`config.mk`:
```
export PLATFORM = sky130hd
export DESIGN_NAME = agsc_core
export DESIGN_NICKNAME = d
export VERILOG_FILES = /design/src/pkg/agsc_pkg.sv /design/src/rtl/agsc_core.sv
export SDC_FILE = /design/constraint.sdc
export NUM_CORES = 1
export LEC_CHECK = 0
export BUFFER_PORTS_ARGS = -buffer_cell sky130_fd_sc_hd__buf_2
export CORE_MARGIN = 4
export CORE_UTILIZATION = 30
export DETAILED_ROUTE_END_ITERATION = 16
export GPL_ROUTABILITY_DRIVEN = 0
export PLACE_DENSITY = 0.45
export SLEW_MARGIN = 20
export SYNTH_ARGS = -nofsm -noshare
export SYNTH_HDL_FRONTEND = slang
export SYNTH_SLANG_ARGS = --single-unit
```
`constraint.sdc`:
```
create_clock -name i_core_clk -period 18.1 [get_ports i_core_clk]
set_input_delay 3.62 -clock i_core_clk [delete_from_list [all_inputs] [get_ports i_core_clk]]
set_output_delay 3.62 -clock i_core_clk [all_outputs]
set_load 0.01 [all_outputs]
```
`src/pkg/agsc_pkg.sv`:
```
// package: constants and carriers for address generation and stack checking
`default_nettype none
package agsc_pkg;
  localparam int unsigned DATA_W        = 16;
  localparam int unsigned NUM_WREGS     = 16;
  localparam int unsigned FADDR_W       = 13;
  localparam int unsigned PC_W          = 23;
  localparam int unsigned STATUS_LOW_W  = 8;
  localparam int unsigned RET_W         = 32;
  localparam int unsigned LIT5_W        = 5;
  localparam int unsigned LIT10_W       = 10;
  localparam logic [3:0]  SP_IDX        = 4'hf;
  localparam logic [3:0]  WORK0_IDX     = 4'h0;
  localparam logic [15:0] SP_UNDER_LIM  = 16'h0800;
  localparam logic [15:0] SP_RESET      = 16'h0800;
  localparam logic [15:0] WORD_STEP     = 16'h0002;
  localparam logic [15:0] BOUND_RESET   = 16'h0000;
  localparam logic [15:0] ALIGN_MASK    = 16'hfffe;

  // operand addressing modes
  typedef enum logic [2:0] {
    AGSC_M_FILE_DIRECT,
    AGSC_M_REG_DIRECT,
    AGSC_M_IND,
    AGSC_M_IND_POST,
    AGSC_M_IND_PRE,
    AGSC_M_IND_REG_OFS,
    AGSC_M_IND_LIT_OFS,
    AGSC_M_LITERAL
  } agsc_mode_t;

  // stack operations
  typedef enum logic [2:0] {
    AGSC_S_NONE,
    AGSC_S_PUSH,
    AGSC_S_POP,
    AGSC_S_CALL,
    AGSC_S_EXC
  } agsc_stack_op_t;

  // instruction classes
  typedef enum logic [1:0] {
    AGSC_C_FILE,
    AGSC_C_MOVE,
    AGSC_C_THREE_OP
  } agsc_class_t;

  // one operand request from the decoder
  typedef struct packed {
    logic           valid;
    agsc_class_t    iclass;
    agsc_mode_t     mode;
    logic [3:0]     pointer_reg;
    logic [3:0]     base_operand_reg;
    logic [15:0]    faddr;
    logic [9:0]     literal;
    logic           lit_long;
    logic           dec;
    logic [15:0]    step;
    logic           is_write;
    logic           to_file;
    logic           boot_code;
    logic           secure_code;
  } agsc_req_t;

  // answer to the pipeline
  typedef struct packed {
    logic           valid;
    logic           is_mem;
    logic [15:0]    ea;
    logic [15:0]    value;
    logic           blocked;
    logic [3:0]     dest_reg;
  } agsc_ans_t;
endpackage
`default_nettype wire

```
`src/rtl/agsc_core.sv`:
```
// address generation, software stack and secure ram gating
`default_nettype none
module agsc_core (
  input  wire logic                    i_core_clk,     // core clock, 20 MHz
  input  wire logic                    i_reset,        // async reset, active high
  input  wire agsc_pkg::agsc_req_t     i_req,          // operand request
  input  wire agsc_pkg::agsc_stack_op_t i_stack_op,    // stack operation
  input  wire logic [22:0]             i_pc,           // program counter to push
  input  wire logic [7:0]              i_status_low,   // status low byte
  input  wire logic [15:0]             i_pop_data,     // word read on a pop
  input  wire logic                    i_wr_bound,     // write stack upper bound
  input  wire logic                    i_wr_reg,       // write a working register
  input  wire logic [3:0]              i_wr_idx,       // register index
  input  wire logic [15:0]             i_wr_data,      // register data
  input  wire logic [15:0]             i_boot_ram_lo,  // boot secure ram start
  input  wire logic [15:0]             i_boot_ram_hi,  // boot secure ram end
  input  wire logic                    i_boot_ram_en,  // boot secure ram enable
  input  wire logic [15:0]             i_sec_ram_lo,   // secure ram start
  input  wire logic [15:0]             i_sec_ram_hi,   // secure ram end
  input  wire logic                    i_sec_ram_en,   // secure ram enable
  output logic                         o_ans_valid,    // answer valid
  output agsc_pkg::agsc_ans_t          o_ans,          // address answer
  output logic                         o_push_valid,   // stack write strobe
  output logic [15:0]                  o_push_addr,    // stack write address
  output logic [31:0]                  o_push_data,    // stack write data
  output logic                         o_pop_valid,    // stack read strobe
  output logic [15:0]                  o_pop_addr,     // stack read address
  output logic [15:0]                  o_pop_value,    // popped word
  output logic [15:0]                  o_sp,           // stack pointer
  output logic [15:0]                  o_bound,        // stack upper bound
  output logic                         o_trap_over,    // overflow trap pulse
  output logic                         o_trap_under    // underflow trap pulse
);

  ////////////////////////////////////////////////////////////////////////
  // working registers and stack upper bound
  logic [15:0] work_r   [agsc_pkg::NUM_WREGS];
  logic [15:0] work_nxt [agsc_pkg::NUM_WREGS];
  logic [15:0] bound_r, bound_nxt;
  logic [15:0] ptr, base, sp, lit, ea, upd, step_s;
  logic        ptr_wb, is_mem, blocked, ptr_is_sp;
  logic [15:0] push_addr, pop_addr, sp_after;
  logic        do_push, do_pop;
  logic [31:0] push_data;
  logic        over, under;
  agsc_pkg::agsc_ans_t ans_nxt;

  assign sp   = work_r[agsc_pkg::SP_IDX];
  assign ptr  = work_r[i_req.pointer_reg];
  assign base = work_r[i_req.base_operand_reg];
  // literal width select, 5 or 10 bits zero extended
  assign lit  = i_req.lit_long ? {6'h00, i_req.literal} : {11'h000, i_req.literal[4:0]};
  assign step_s = i_req.dec ? (16'h0000 - i_req.step) : i_req.step;
  // file-direct carries no pointer, so its stale pointer field must not trap
  assign ptr_is_sp = i_req.pointer_reg == agsc_pkg::SP_IDX
                  && i_req.mode != agsc_pkg::AGSC_M_FILE_DIRECT;

  // effective address per mode
  always_comb begin
    ea     = 16'h0000;
    upd    = ptr;
    ptr_wb = 1'b0;
    is_mem = 1'b1;
    unique case (i_req.mode)
      agsc_pkg::AGSC_M_FILE_DIRECT: begin
        if (i_req.iclass == agsc_pkg::AGSC_C_MOVE) begin
          ea = i_req.faddr;
        end else begin
          ea = {3'h0, i_req.faddr[agsc_pkg::FADDR_W-1:0]};
        end
      end
      agsc_pkg::AGSC_M_REG_DIRECT: begin
        is_mem = 1'b0;
      end
      agsc_pkg::AGSC_M_IND: begin
        ea = ptr;
      end
      agsc_pkg::AGSC_M_IND_POST: begin
        ea     = ptr;
        upd    = ptr + step_s;
        ptr_wb = 1'b1;
      end
      agsc_pkg::AGSC_M_IND_PRE: begin
        upd    = ptr + step_s;
        ea     = upd;
        ptr_wb = 1'b1;
      end
      agsc_pkg::AGSC_M_IND_REG_OFS: begin
        ea = ptr + base;
      end
      agsc_pkg::AGSC_M_IND_LIT_OFS: begin
        ea = ptr + lit;
      end
      agsc_pkg::AGSC_M_LITERAL: begin
        is_mem = 1'b0;
      end
    endcase
  end

  always_comb begin
    blocked = 1'b0;
    if (i_boot_ram_en && is_mem && ea >= i_boot_ram_lo && ea <= i_boot_ram_hi
        && !i_req.boot_code) begin
      blocked = 1'b1;
    end
    if (i_sec_ram_en && is_mem && ea >= i_sec_ram_lo && ea <= i_sec_ram_hi
        && !i_req.secure_code) begin
      blocked = 1'b1;
    end
  end

  ////////////////////////////////////////////////////////////////////////
  // stack operations
  assign do_push = i_stack_op == agsc_pkg::AGSC_S_PUSH || i_stack_op == agsc_pkg::AGSC_S_CALL
                || i_stack_op == agsc_pkg::AGSC_S_EXC;
  assign do_pop  = i_stack_op == agsc_pkg::AGSC_S_POP;
  // push at pointer, pop at pointer minus a word
  assign push_addr = sp;
  assign pop_addr  = sp - agsc_pkg::WORD_STEP;
  assign sp_after  = do_push ? sp + (agsc_pkg::WORD_STEP << 1) * 16'(i_stack_op != agsc_pkg::AGSC_S_PUSH)
                   + agsc_pkg::WORD_STEP * 16'(i_stack_op == agsc_pkg::AGSC_S_PUSH)
                   : pop_addr;

  // return address formatting
  always_comb begin
    push_data = {16'h0000, i_wr_data};
    if (i_stack_op == agsc_pkg::AGSC_S_CALL) begin
      push_data = {9'h000, i_pc[22:0]};
    // exception places status byte above top bit
    end else if (i_stack_op == agsc_pkg::AGSC_S_EXC) begin
      push_data = {i_status_low, 1'b0, i_pc[22:0]};
    end else if (i_stack_op == agsc_pkg::AGSC_S_PUSH) begin
      push_data = {16'h0000, i_req.to_file ? i_req.faddr : work_r[agsc_pkg::WORK0_IDX]};
    end
  end

  // compare stack pointer addresses with the bound and the underflow limit
  always_comb begin
    over  = 1'b0;
    under = 1'b0;
    if (do_push && push_addr > bound_r) begin
      over = 1'b1;
    end
    if (i_req.valid && is_mem && ptr_is_sp && ea > bound_r) begin
      over = 1'b1;
    end
    if ((do_pop && pop_addr < agsc_pkg::SP_UNDER_LIM)
        || (i_req.valid && is_mem && ptr_is_sp && ea < agsc_pkg::SP_UNDER_LIM)) begin
      under = 1'b1;
    end
  end

  // register next values
  always_comb begin
    for (int k = 0; k < agsc_pkg::NUM_WREGS; k++) begin
      work_nxt[k] = work_r[k];
    end
    bound_nxt = bound_r;
    if (i_wr_reg) begin
      work_nxt[i_wr_idx] = i_wr_data;
    end
    if (i_req.valid && ptr_wb) begin
      work_nxt[i_req.pointer_reg] = upd;
    end
    // pointer moves to next free word
    if (do_push || do_pop) begin
      work_nxt[agsc_pkg::SP_IDX] = sp_after;
    end
    if (i_wr_bound) begin
      bound_nxt = i_wr_data & agsc_pkg::ALIGN_MASK;
    end
    work_nxt[agsc_pkg::SP_IDX] = work_nxt[agsc_pkg::SP_IDX] & agsc_pkg::ALIGN_MASK;
  end

  // answer next value
  always_comb begin
    ans_nxt          = '0;
    ans_nxt.valid    = i_req.valid;
    ans_nxt.is_mem   = is_mem;
    ans_nxt.ea       = ea;
    ans_nxt.blocked  = blocked;
    // file class result to default register, other classes to base field
    ans_nxt.dest_reg = (i_req.iclass == agsc_pkg::AGSC_C_FILE) ? agsc_pkg::WORK0_IDX
                                                               : i_req.base_operand_reg;
    unique case (i_req.mode)
      agsc_pkg::AGSC_M_LITERAL:    ans_nxt.value = lit;
      agsc_pkg::AGSC_M_REG_DIRECT: ans_nxt.value = (i_req.iclass == agsc_pkg::AGSC_C_THREE_OP)
                                                   ? base : ptr;
      default:                     ans_nxt.value = base;
    endcase
  end

  ////////////////////////////////////////////////////////////////////////
  // state registers
  generate
    for (genvar g = 0; g < agsc_pkg::NUM_WREGS; g++) begin : g_work
      always_ff @(posedge i_core_clk or posedge i_reset) begin
        if (i_reset) begin
          work_r[g] <= (g == agsc_pkg::SP_IDX) ? agsc_pkg::SP_RESET : 16'h0000;
        end else begin
          work_r[g] <= work_nxt[g];
        end
      end
    end
  endgenerate

  // outputs all registered
  always_ff @(posedge i_core_clk or posedge i_reset) begin
    if (i_reset) begin
      bound_r      <= agsc_pkg::BOUND_RESET;
      o_ans_valid  <= 1'b0;
      o_ans        <= '0;
      o_push_valid <= 1'b0;
      o_push_addr  <= 16'h0000;
      o_push_data  <= 32'h0000_0000;
      o_pop_valid  <= 1'b0;
      o_pop_addr   <= 16'h0000;
      o_pop_value  <= 16'h0000;
      o_sp         <= agsc_pkg::SP_RESET;
      o_bound      <= agsc_pkg::BOUND_RESET;
      o_trap_over  <= 1'b0;
      o_trap_under <= 1'b0;
    end else begin
      bound_r      <= bound_nxt;
      o_ans_valid  <= i_req.valid;
      o_ans        <= ans_nxt;
      o_push_valid <= do_push;
      o_push_addr  <= push_addr;
      o_push_data  <= push_data;
      o_pop_valid  <= do_pop;
      o_pop_addr   <= pop_addr;
      o_pop_value  <= i_pop_data;
      o_sp         <= work_nxt[agsc_pkg::SP_IDX];
      o_bound      <= bound_nxt;
      o_trap_over  <= over;
      o_trap_under <= under;
    end
  end

  ////////////////////////////////////////////////////////////////////////
  // checks
  a_bound_even: assert property (@(posedge i_core_clk) disable iff (i_reset)
    o_bound[0] == 1'b0) else $error("bound bit zero set");
  a_push_step: assert property (@(posedge i_core_clk) disable iff (i_reset)
    (i_stack_op == agsc_pkg::AGSC_S_PUSH && !i_wr_reg) |=> o_sp == $past(sp) + 16'h0002)
    else $error("push did not step pointer");
  a_pop_addr: assert property (@(posedge i_core_clk) disable iff (i_reset)
    do_pop |=> o_pop_valid && o_pop_addr == $past(sp) - 16'h0002)
    else $error("pop address wrong");
  a_call_msb: assert property (@(posedge i_core_clk) disable iff (i_reset)
    (i_stack_op == agsc_pkg::AGSC_S_CALL) |=> o_push_data[23] == 1'b0)
    else $error("call msb not clear");
  a_exc_status: assert property (@(posedge i_core_clk) disable iff (i_reset)
    (i_stack_op == agsc_pkg::AGSC_S_EXC) |=> o_push_data[31:24] == $past(i_status_low))
    else $error("status byte missing");
  a_push_limit: assert property (@(posedge i_core_clk) disable iff (i_reset)
    (i_stack_op == agsc_pkg::AGSC_S_PUSH && sp == bound_r && !i_req.valid) |=> !o_trap_over)
    else $error("trap at bound");
  a_under_trap: assert property (@(posedge i_core_clk) disable iff (i_reset)
    (do_pop && sp < 16'h0802) |=> o_trap_under) else $error("underflow missed");
  a_boot_block: assert property (@(posedge i_core_clk) disable iff (i_reset)
    (i_req.valid && i_boot_ram_en && is_mem && ea >= i_boot_ram_lo && ea <= i_boot_ram_hi
     && !i_req.boot_code) |=> o_ans.blocked) else $error("boot ram not blocked");
  a_pre_ea: assert property (@(posedge i_core_clk) disable iff (i_reset)
    (i_req.valid && i_req.mode == agsc_pkg::AGSC_M_IND_PRE)
    |=> o_ans.ea == $past(ptr) + $past(step_s))
    else $error("pre mode address wrong");
  a_lit_ofs: assert property (@(posedge i_core_clk) disable iff (i_reset)
    (i_req.valid && i_req.mode == agsc_pkg::AGSC_M_IND_LIT_OFS)
    |=> o_ans.ea == $past(ptr) + $past(lit))
    else $error("literal offset wrong");
  a_trap_pulse: assert property (@(posedge i_core_clk) disable iff (i_reset)
    (do_push && sp > bound_r) |=> o_trap_over) else $error("overflow trap missing");

  c_push: cover property (@(posedge i_core_clk) disable iff (i_reset) o_push_valid);
  c_over: cover property (@(posedge i_core_clk) disable iff (i_reset) o_trap_over);
  c_under: cover property (@(posedge i_core_clk) disable iff (i_reset) o_trap_under);
  c_block: cover property (@(posedge i_core_clk) disable iff (i_reset) o_ans.blocked);

endmodule
`default_nettype wire

```
==> summary.txt, run 1 <==
Place
  • PortBufs: 351
  • Placed wire-length estimate: 81.2 mm
  • Dpl cells: 4062

Routing
  • Routed Wire Length: 115 mm
  • Antenna-violating nets left: 0
  • Post-route DRC: 0
  • Detailed Routing Iterations Pass 1: 5
  • DR iter-0 viols: 2155
  • Routed wire per std cell: 27.6 um
  • Detailed-route vias per instance: 5.57
  • Vias: 23200

Floorplan
  • # IOs: 358
  • Die Wd: 307 um
  • Number of cell rows: 109
  • Die H: 307 um
  • Starting Density: 0.303
  • Die ar.: 94100 sq um
  • Core Box Area: 88500 sq um

Finish
  • Layout fillers: 8852
  • Final nets: 3285
  • Layout area overhead: 17.4%
  • Ratio of cells with drive above 1 in the final layout: 0.237
  • Fin cells: 4163

Global route
  • First-pass GRT wire length: 164 mm
  • Pin count of the biggest net entering global routing: 91
  • Vias in the first global route: 23300
  • GR Overflow Total: 0
  • Total track usage: 0.237
  • Initial antenna violation count: 6

Critical path
  • Cell depth of the worst flop-to-flop path: 18
  • Max stage delay cell, worst path: xnor2_1
  • Worst setup EP type: flip-flop
  • CP required: 18580 ps
  • Critical R2R Capture: o_ans[4]
  • CP Launch Type: primary input
  • FF-to-FF Start: work_r[240]
  • Crit path DAT: 10590 ps
  • Setup CP Type: primary input to flip-flop
  • Worst Path Max Fanout: 29
  • Critical Path, Cell by Cell: buf_4 > buf_4 > mux4_2 > mux4_2 > ha_1 > fa_1 > a211oi_1 > o211ai_1 > a31oi_1 > o21ai_0 > xnor2_1 > o211ai_1 > clkbuf_2 > ha_1 > a21o_1 > a211o_1 > nor2_1 > nand2_1 > o41ai_1 > o22ai_1
  • Max incr delay on CP: 720 ps
  • R2r setup slk: 11600 ps

Logic synthesis
  • Synth warnings: 0
  • Synth Area in Compound Gates: 0.141
  • Xor and xnor area share after synthesis: 0.0200
  • Sequential area share after synthesis: 0.364
  • Synth Area in Adders: 0.0621
  • Mux share of post-synthesis cell area: 0.233
  • Average size of a mapped cell: 9.77 sq um
  • Yosys reg bits: 390
  • Post-synth EDFFs: 0
  • Synth async-reset ratio: 1.00
  • Yosys cell types: 80
  • Synth Instances: 2741
  • Syn Std Cell Area: 26800 sq um
  • Largest family of logic cells by synthesized area: multiplexers
  • Main synth FF type: dfrtp_1
  • Post-Synth Simple-Gate Area: 0.124

Clock tree
  • Post-CTS Repair Setup Buffers: 0
  • Max Root-Sink Buffers: 3
  • Root Driver: clkbuf_16
  • Cts repair resizes: 0
  • Reg clk slew, reported paths: 60 ps
  • Sink Count: 390
  • Number of H-tree levels: 2
  • CTS tree: done
  • CTS Buf Count: 52
  • Clock Latency Late Sink: 650 ps
  • Hold-fix buffers at CTS: 0

Timing
  • Post-Route Skew: 31.2 ps
  • Worst slew margin: 0.209
  • Worst hold slack: 575 ps
  • RSZ-0062 raised after global routing: false
  • Fin crit period: 10110 ps
  • # setup viols final: 0
  • Fin Setup TNS: 0 ps
  • Period utilization: 0.558
  • Worst Tran Pin Value: 1190 ps
  • Max Clk Rate: 98.9 MHz
  • Final Hold Vio Count: 0
  • Final Max Slew Viols: 0

Pwr
  • Power density cells: 135 nW/um^2
  • Worst vdd ir: 0.0000733 V
  • Leak: 14.0 nW

Run status
  • Status: finished clean

Job
  • Max-cap violations: 0

Worst hold path
  • Min-delay src: work_r[187]
  • HP Class: flip-flop to flip-flop
  • Endpoint, Worst Hold: work_r[187]
  • Hold Path Cell Cnt: 2
## power breakdown
part	total (mW)	switching [mW]	internal, mW
Clock	1.15	0.450	0.697
Combinational	1.76	1.05	0.715
Sequential	1.33	0.217	1.11
## layer usage
layer	track usage	part of all wire	vias to the layer above
met2	0.402	0.47	1109
met5	0	0	-
met3	0.0412	0.075	230
met4	0.101	0.049	0
met1	0.300	0.40	11600
li1	-	-	10300
## worst max-delay path, delay by kind of cell
kind	cells	cell delay, ps
buf+inv	3	1270
fa+ha+maj	3	1050
simple gates	2	170
compound gates	9	2490
mux	2	1210
xor+xnor	1	720
## cell usage in the layout, fill, tap and decap left out, types with 19 or more instances in the layout
cell type | synthesis | routed
buf_4 | 24 | 54
nand2b_1 | 19 | 19
o21ai_1 | 172 | 168
nor2b_1 | 57 | 57
mux2_2 | 23 | 23
a21o_1 | 30 | 30
mux2i_1 | 251 | 250
inv_1 | 106 | 105
xnor2_1 | 38 | 38
a21oi_1 | 147 | 146
clkbuf_16 | 0 | 52
o21ai_0 | 123 | 123
nor2_1 | 128 | 111
a211oi_1 | 36 | 36
o22ai_1 | 22 | 22
xor2_1 | 23 | 23
nand3_1 | 30 | 30
nand2_1 | 367 | 366
dfrtp_1 | 389 | 389
nand4_1 | 22 | 22
and2_1 | 25 | 25
ha_1 | 128 | 128
mux4_2 | 148 | 148
buf_2 | 10 | 348
## how the worst max path moves through the flow
stage | from | end | slack, ps | depth (start not counted)
2_1_floorplan | i_reset | bound_r[10] | 3640 | 1
3_3_place_gp | i_req[52] | o_trap_over | 7440 | 20
3_5_place_dp | i_req[52] | o_ans[4] | 7390 | 19
4_1_cts | i_req[52] | o_ans[4] | 8010 | 19
5_1_grt | i_req[52] | o_ans[4] | 7690 | 20
6_report | i_req[52] | o_ans[4] | 7990 | 20
## stage by stage
stage                     area (sq um)  utilization  power, mW  setup slack, ps
after floorplan                  26800            -       2.41             3640
after global placement           29500        0.333       3.03             7440
after detailed placement         29500        0.334       3.08             7390
after CTS                        31400        0.355       4.24             8010
after global routing             31400        0.355       4.46             7690
final                            31400        0.355       4.24             7990
## synth_stat cells (6+ instances only)
master / count / area share
a211oi_1: 36 / 0.010
a21o_1: 30 / 0.0084
a21oi_1: 147 / 0.027
a221o_1: 6 / 0.0022
a22o_1: 8 / 0.0026
a22oi_1: 16 / 0.0045
and2_1: 25 / 0.0058
and3_1: 14 / 0.0033
buf_1: 14 / 0.0020
buf_2: 10 / 0.0019
buf_4: 24 / 0.0067
clkbuf_1: 200 / 0.028
dfrtp_1: 389 / 0.36
ha_1: 128 / 0.060
inv_1: 106 / 0.015
mux2_2: 23 / 0.0097
mux2i_1: 251 / 0.094
mux4_2: 148 / 0.12
nand2_1: 367 / 0.051
nand2b_1: 19 / 0.0044
nand3_1: 30 / 0.0056
nand3b_1: 11 / 0.0031
nand4_1: 22 / 0.0051
nor2_1: 128 / 0.018
nor2b_1: 57 / 0.013
nor3_1: 20 / 0.0037
nor4_1: 15 / 0.0035
o211ai_1: 8 / 0.0022
o21a_1: 15 / 0.0042
o21ai_0: 123 / 0.023
o21ai_1: 172 / 0.032
o221ai_1: 13 / 0.0043
o22ai_1: 22 / 0.0051
xnor2_1: 38 / 0.012
xor2_1: 23 / 0.0075
## flip-flops by register name (all words and copies together) (netlist names)
signal	flops
o_push_addr	15
o_sp	15
o_pop_value	16
o_ans	39
o_trap_under	1
work_r	240
o_pop_valid	1
o_push_valid	1
o_trap_over	1
o_pop_addr	15
o_push_data	31
bound_r	15
## kinds of logic after synthesis
logic type,after synthesis
AND/OR/NAND/NOR,730
AO/OA/AOI/OAI,642
multiplexers,427
flip-flops,390
buffers and inverters,359
adder cells (fa/ha/maj),131
XOR/XNOR,61
other,1
## cell type report
type	count	area, sq um	area share
multi-input combinational	1996	15700	0.501
sequential	390	9760	0.310
timing repair buffer	403	2150	0.0684
clock buffer	77	1560	0.0495
tap	1165	1460	0.0464
inverter	109	417	0.0132
clock inverter	19	345	0.0110
antenna	4	10.0	0.000318
(Power assumes the default switching activity.)
==> inputs of run 2 (changes only) <==
PLACE_DENSITY = 0.47   (was 0.45)
clock period = 8.7 ns   (was 18.1 ns; I/O delays follow)
==> summary.txt, run 2 (synthesis gave the netlist of run 1 again) <==
Run status
  • Status: finished clean

Routing
  • Post-route DRC: 0
  • Routed Wire Length: 114 mm
  • DR iter-0 viols: 2186
  • Vias: 23300
  • Routed wire per std cell: 27.3 um
  • Antenna-violating nets left: 0
  • Detailed Routing Iterations Pass 1: 6
  • Detailed-route vias per instance: 5.57

Clock tree
  • Sink Count: 390
  • Cts repair resizes: 0
  • CTS Buf Count: 50
  • Clock Latency Late Sink: 660 ps
  • Max Root-Sink Buffers: 3
  • Hold-fix buffers at CTS: 0
  • Root Driver: clkbuf_16
  • CTS tree: done
  • Post-CTS Repair Setup Buffers: 0
  • Number of H-tree levels: 2
  • Reg clk slew, reported paths: 60 ps

Critical path
  • CP Depth: 23
  • CP bufs+invs: 3
  • Max incr delay on CP: 720 ps
  • Max stage delay cell, worst path: buf_4
  • Worst Path Max Fanout: 45
  • Cell family with the largest share of critical-path delay: compound AO/OA/AOI/OAI gates
  • CP Launch Type: primary input
  • Crit path DAT: 7680 ps
  • Most used cell, CP: a21o_1
  • Cell depth of the worst flop-to-flop path: 20
  • Worst setup EP type: flip-flop
  • CP required: 9230 ps
  • Critical Path, Cell by Cell: buf_4 > mux4_2 > mux4_2 > mux2_2 > ha_1 > inv_1 > fa_1 > nand2b_1 > nand2b_1 > a221oi_1 > a21oi_1 > xnor2_1 > o31a_1 > o221ai_1 > buf_4 > ha_1 > a21o_1 > a21o_1 > a21o_1 > a21oi_1 > o21ai_0 > o31a_1 > a211o_1
  • Setup CP Type: primary input to flip-flop

Timing
  • RSZ-0062 raised after global routing: false
  • Fin crit period: 7150 ps
  • Fin Setup TNS: 0 ps
  • Worst slew margin: 0.240
  • Post-Route Skew: 68.6 ps
  • Period utilization: 0.821
  • Worst Tran Pin Value: 1140 ps
  • Final WS setup: 1550 ps
  • Max Clk Rate: 140 MHz
  • # setup viols final: 0
  • Final Hold Vio Count: 0
  • Final Max Slew Viols: 0

Global route
  • First-pass GRT wire length: 164 mm
  • Total track usage: 0.236
  • GR Overflow Total: 0
  • Vias in the first global route: 23500
  • Initial antenna violation count: 4
  • Pin count of the biggest net entering global routing: 176

Floorplan
  • Core Box Area: 88500 sq um
  • # IOs: 358
  • Number of cell rows: 109
  • Die Wd: 307 um
  • Die ar.: 94100 sq um
  • Die H: 307 um
  • Starting Density: 0.303

Pwr
  • Net switching power figure: 3.54 mW
  • Worst vdd ir: 0.000178 V
  • Sw Share: 0.408
  • Power density cells: 275 nW/um^2
  • Sequential Power Share: 0.322
  • Leak: 14.1 nW
  • Combinational share of power: 0.423
  • Clk pwr share: 0.254
  • Internal power: 5.13 mW

Finish
  • Fin cells: 4183
  • Ratio of cells with drive above 1 in the final layout: 0.239
  • Most frequent cells in the layout: 389 x dfrtp_1, 367 x nand2_1, 348 x buf_2, 250 x mux2i_1, 169 x o21ai_1
  • FF+latch area: 9760 sq um
  • Layout fillers: 8907
  • Layout area overhead: 17.6%
  • Final nets: 3301
  • Top Registers: work_r x240, o_ans x39, o_push_data x31
  • Leading cell type in the layout, fill and taps excluded: dfrtp_1
  • Biggest register: work_r
  • Cell area after layout: 31500 sq um
  • Multi-input logic area: 15700 sq um
  • Max FFs per register: 240

Place
  • Placed wire-length estimate: 81.1 mm
  • Dpl ws: 845 ps
  • DP Area: 29700 sq um
  • Dpl cells: 4078
  • PortBufs: 351

Worst hold path
  • Hold Path Cell Cnt: 2
  • HP Class: flip-flop to flip-flop

Job
  • Max-cap violations: 0
[run 2: cell types whose count changed in the layout (fill, tap and decap cells not counted), sizes merged]
cell	delta
buf	+18
bufinv	-2
clkbuf	-9
clkinv	+8
clkinvlp	+1
diode	+6
inv	-2
[run 2: area by class of cell]
type / instances / share of cell area
diodes: 10 / 0.000794
multi-input cells: 1996 / 0.500
clock buffers: 68 / 0.0444
inverters: 109 / 0.0131
flip-flops and latches: 390 / 0.310
clock inverters: 24 / 0.0106
well taps: 1165 / 0.0463
repair buffers: 421 / 0.0752
[run 2: tightest hold or removal path, cell delays in order, from the launching register on]
cell and delay, ps:
dfrtp_1 350, mux2i_1 70, o21ai_1 110
[run 2: path summary, 6_finish.rpt]
check                       startpoint  slack (ps)        endpoint
setup / recovery             i_req[48]        1550     o_trap_over
hold / removal             work_r[105]         570     work_r[105]
setup reg to reg               o_sp[3]        2750     o_trap_over
hold reg to reg            work_r[105]         570     work_r[105]
max in group asynchronous      i_reset        5870     work_r[153]
min in group asynchronous      i_reset        1320  o_pop_value[0]
[run 2: layer usage]
metal	vias up	global-route usage	routed length, um
li1	10300	-	-
met1	11600	0.302	46000
met2	1100	0.394	54000
met3	247	0.0359	8240
met4	2	0.107	5770
met5	-	0	11
[run 2: metrics by stage]
| step | hold WS, ps | utilization | power [mW] |
|---|---|---|---|
| 6_report | 574 | 0.356 | 8.67 |
| 2_1_floorplan | 396 | - | 5.01 |
| 5_1_grt | 599 | 0.356 | 9.14 |
| 3_5_place_dp | 556 | 0.335 | 6.42 |
| 4_1_cts | 578 | 0.355 | 8.66 |
| 3_3_place_gp | 545 | 0.335 | 6.31 |
[run 2: power groups by stage]
stage / Combinational, mW / Sequential (mW) / Clock (mW)
final: 3.67 / 2.79 / 2.21
after global routing: 3.96 / 2.85 / 2.32
after CTS: 3.63 / 2.78 / 2.25
after detailed placement: 3.62 / 2.80 / 0
after global placement: 3.54 / 2.77 / 0
after floorplan: 2.35 / 2.66 / 0
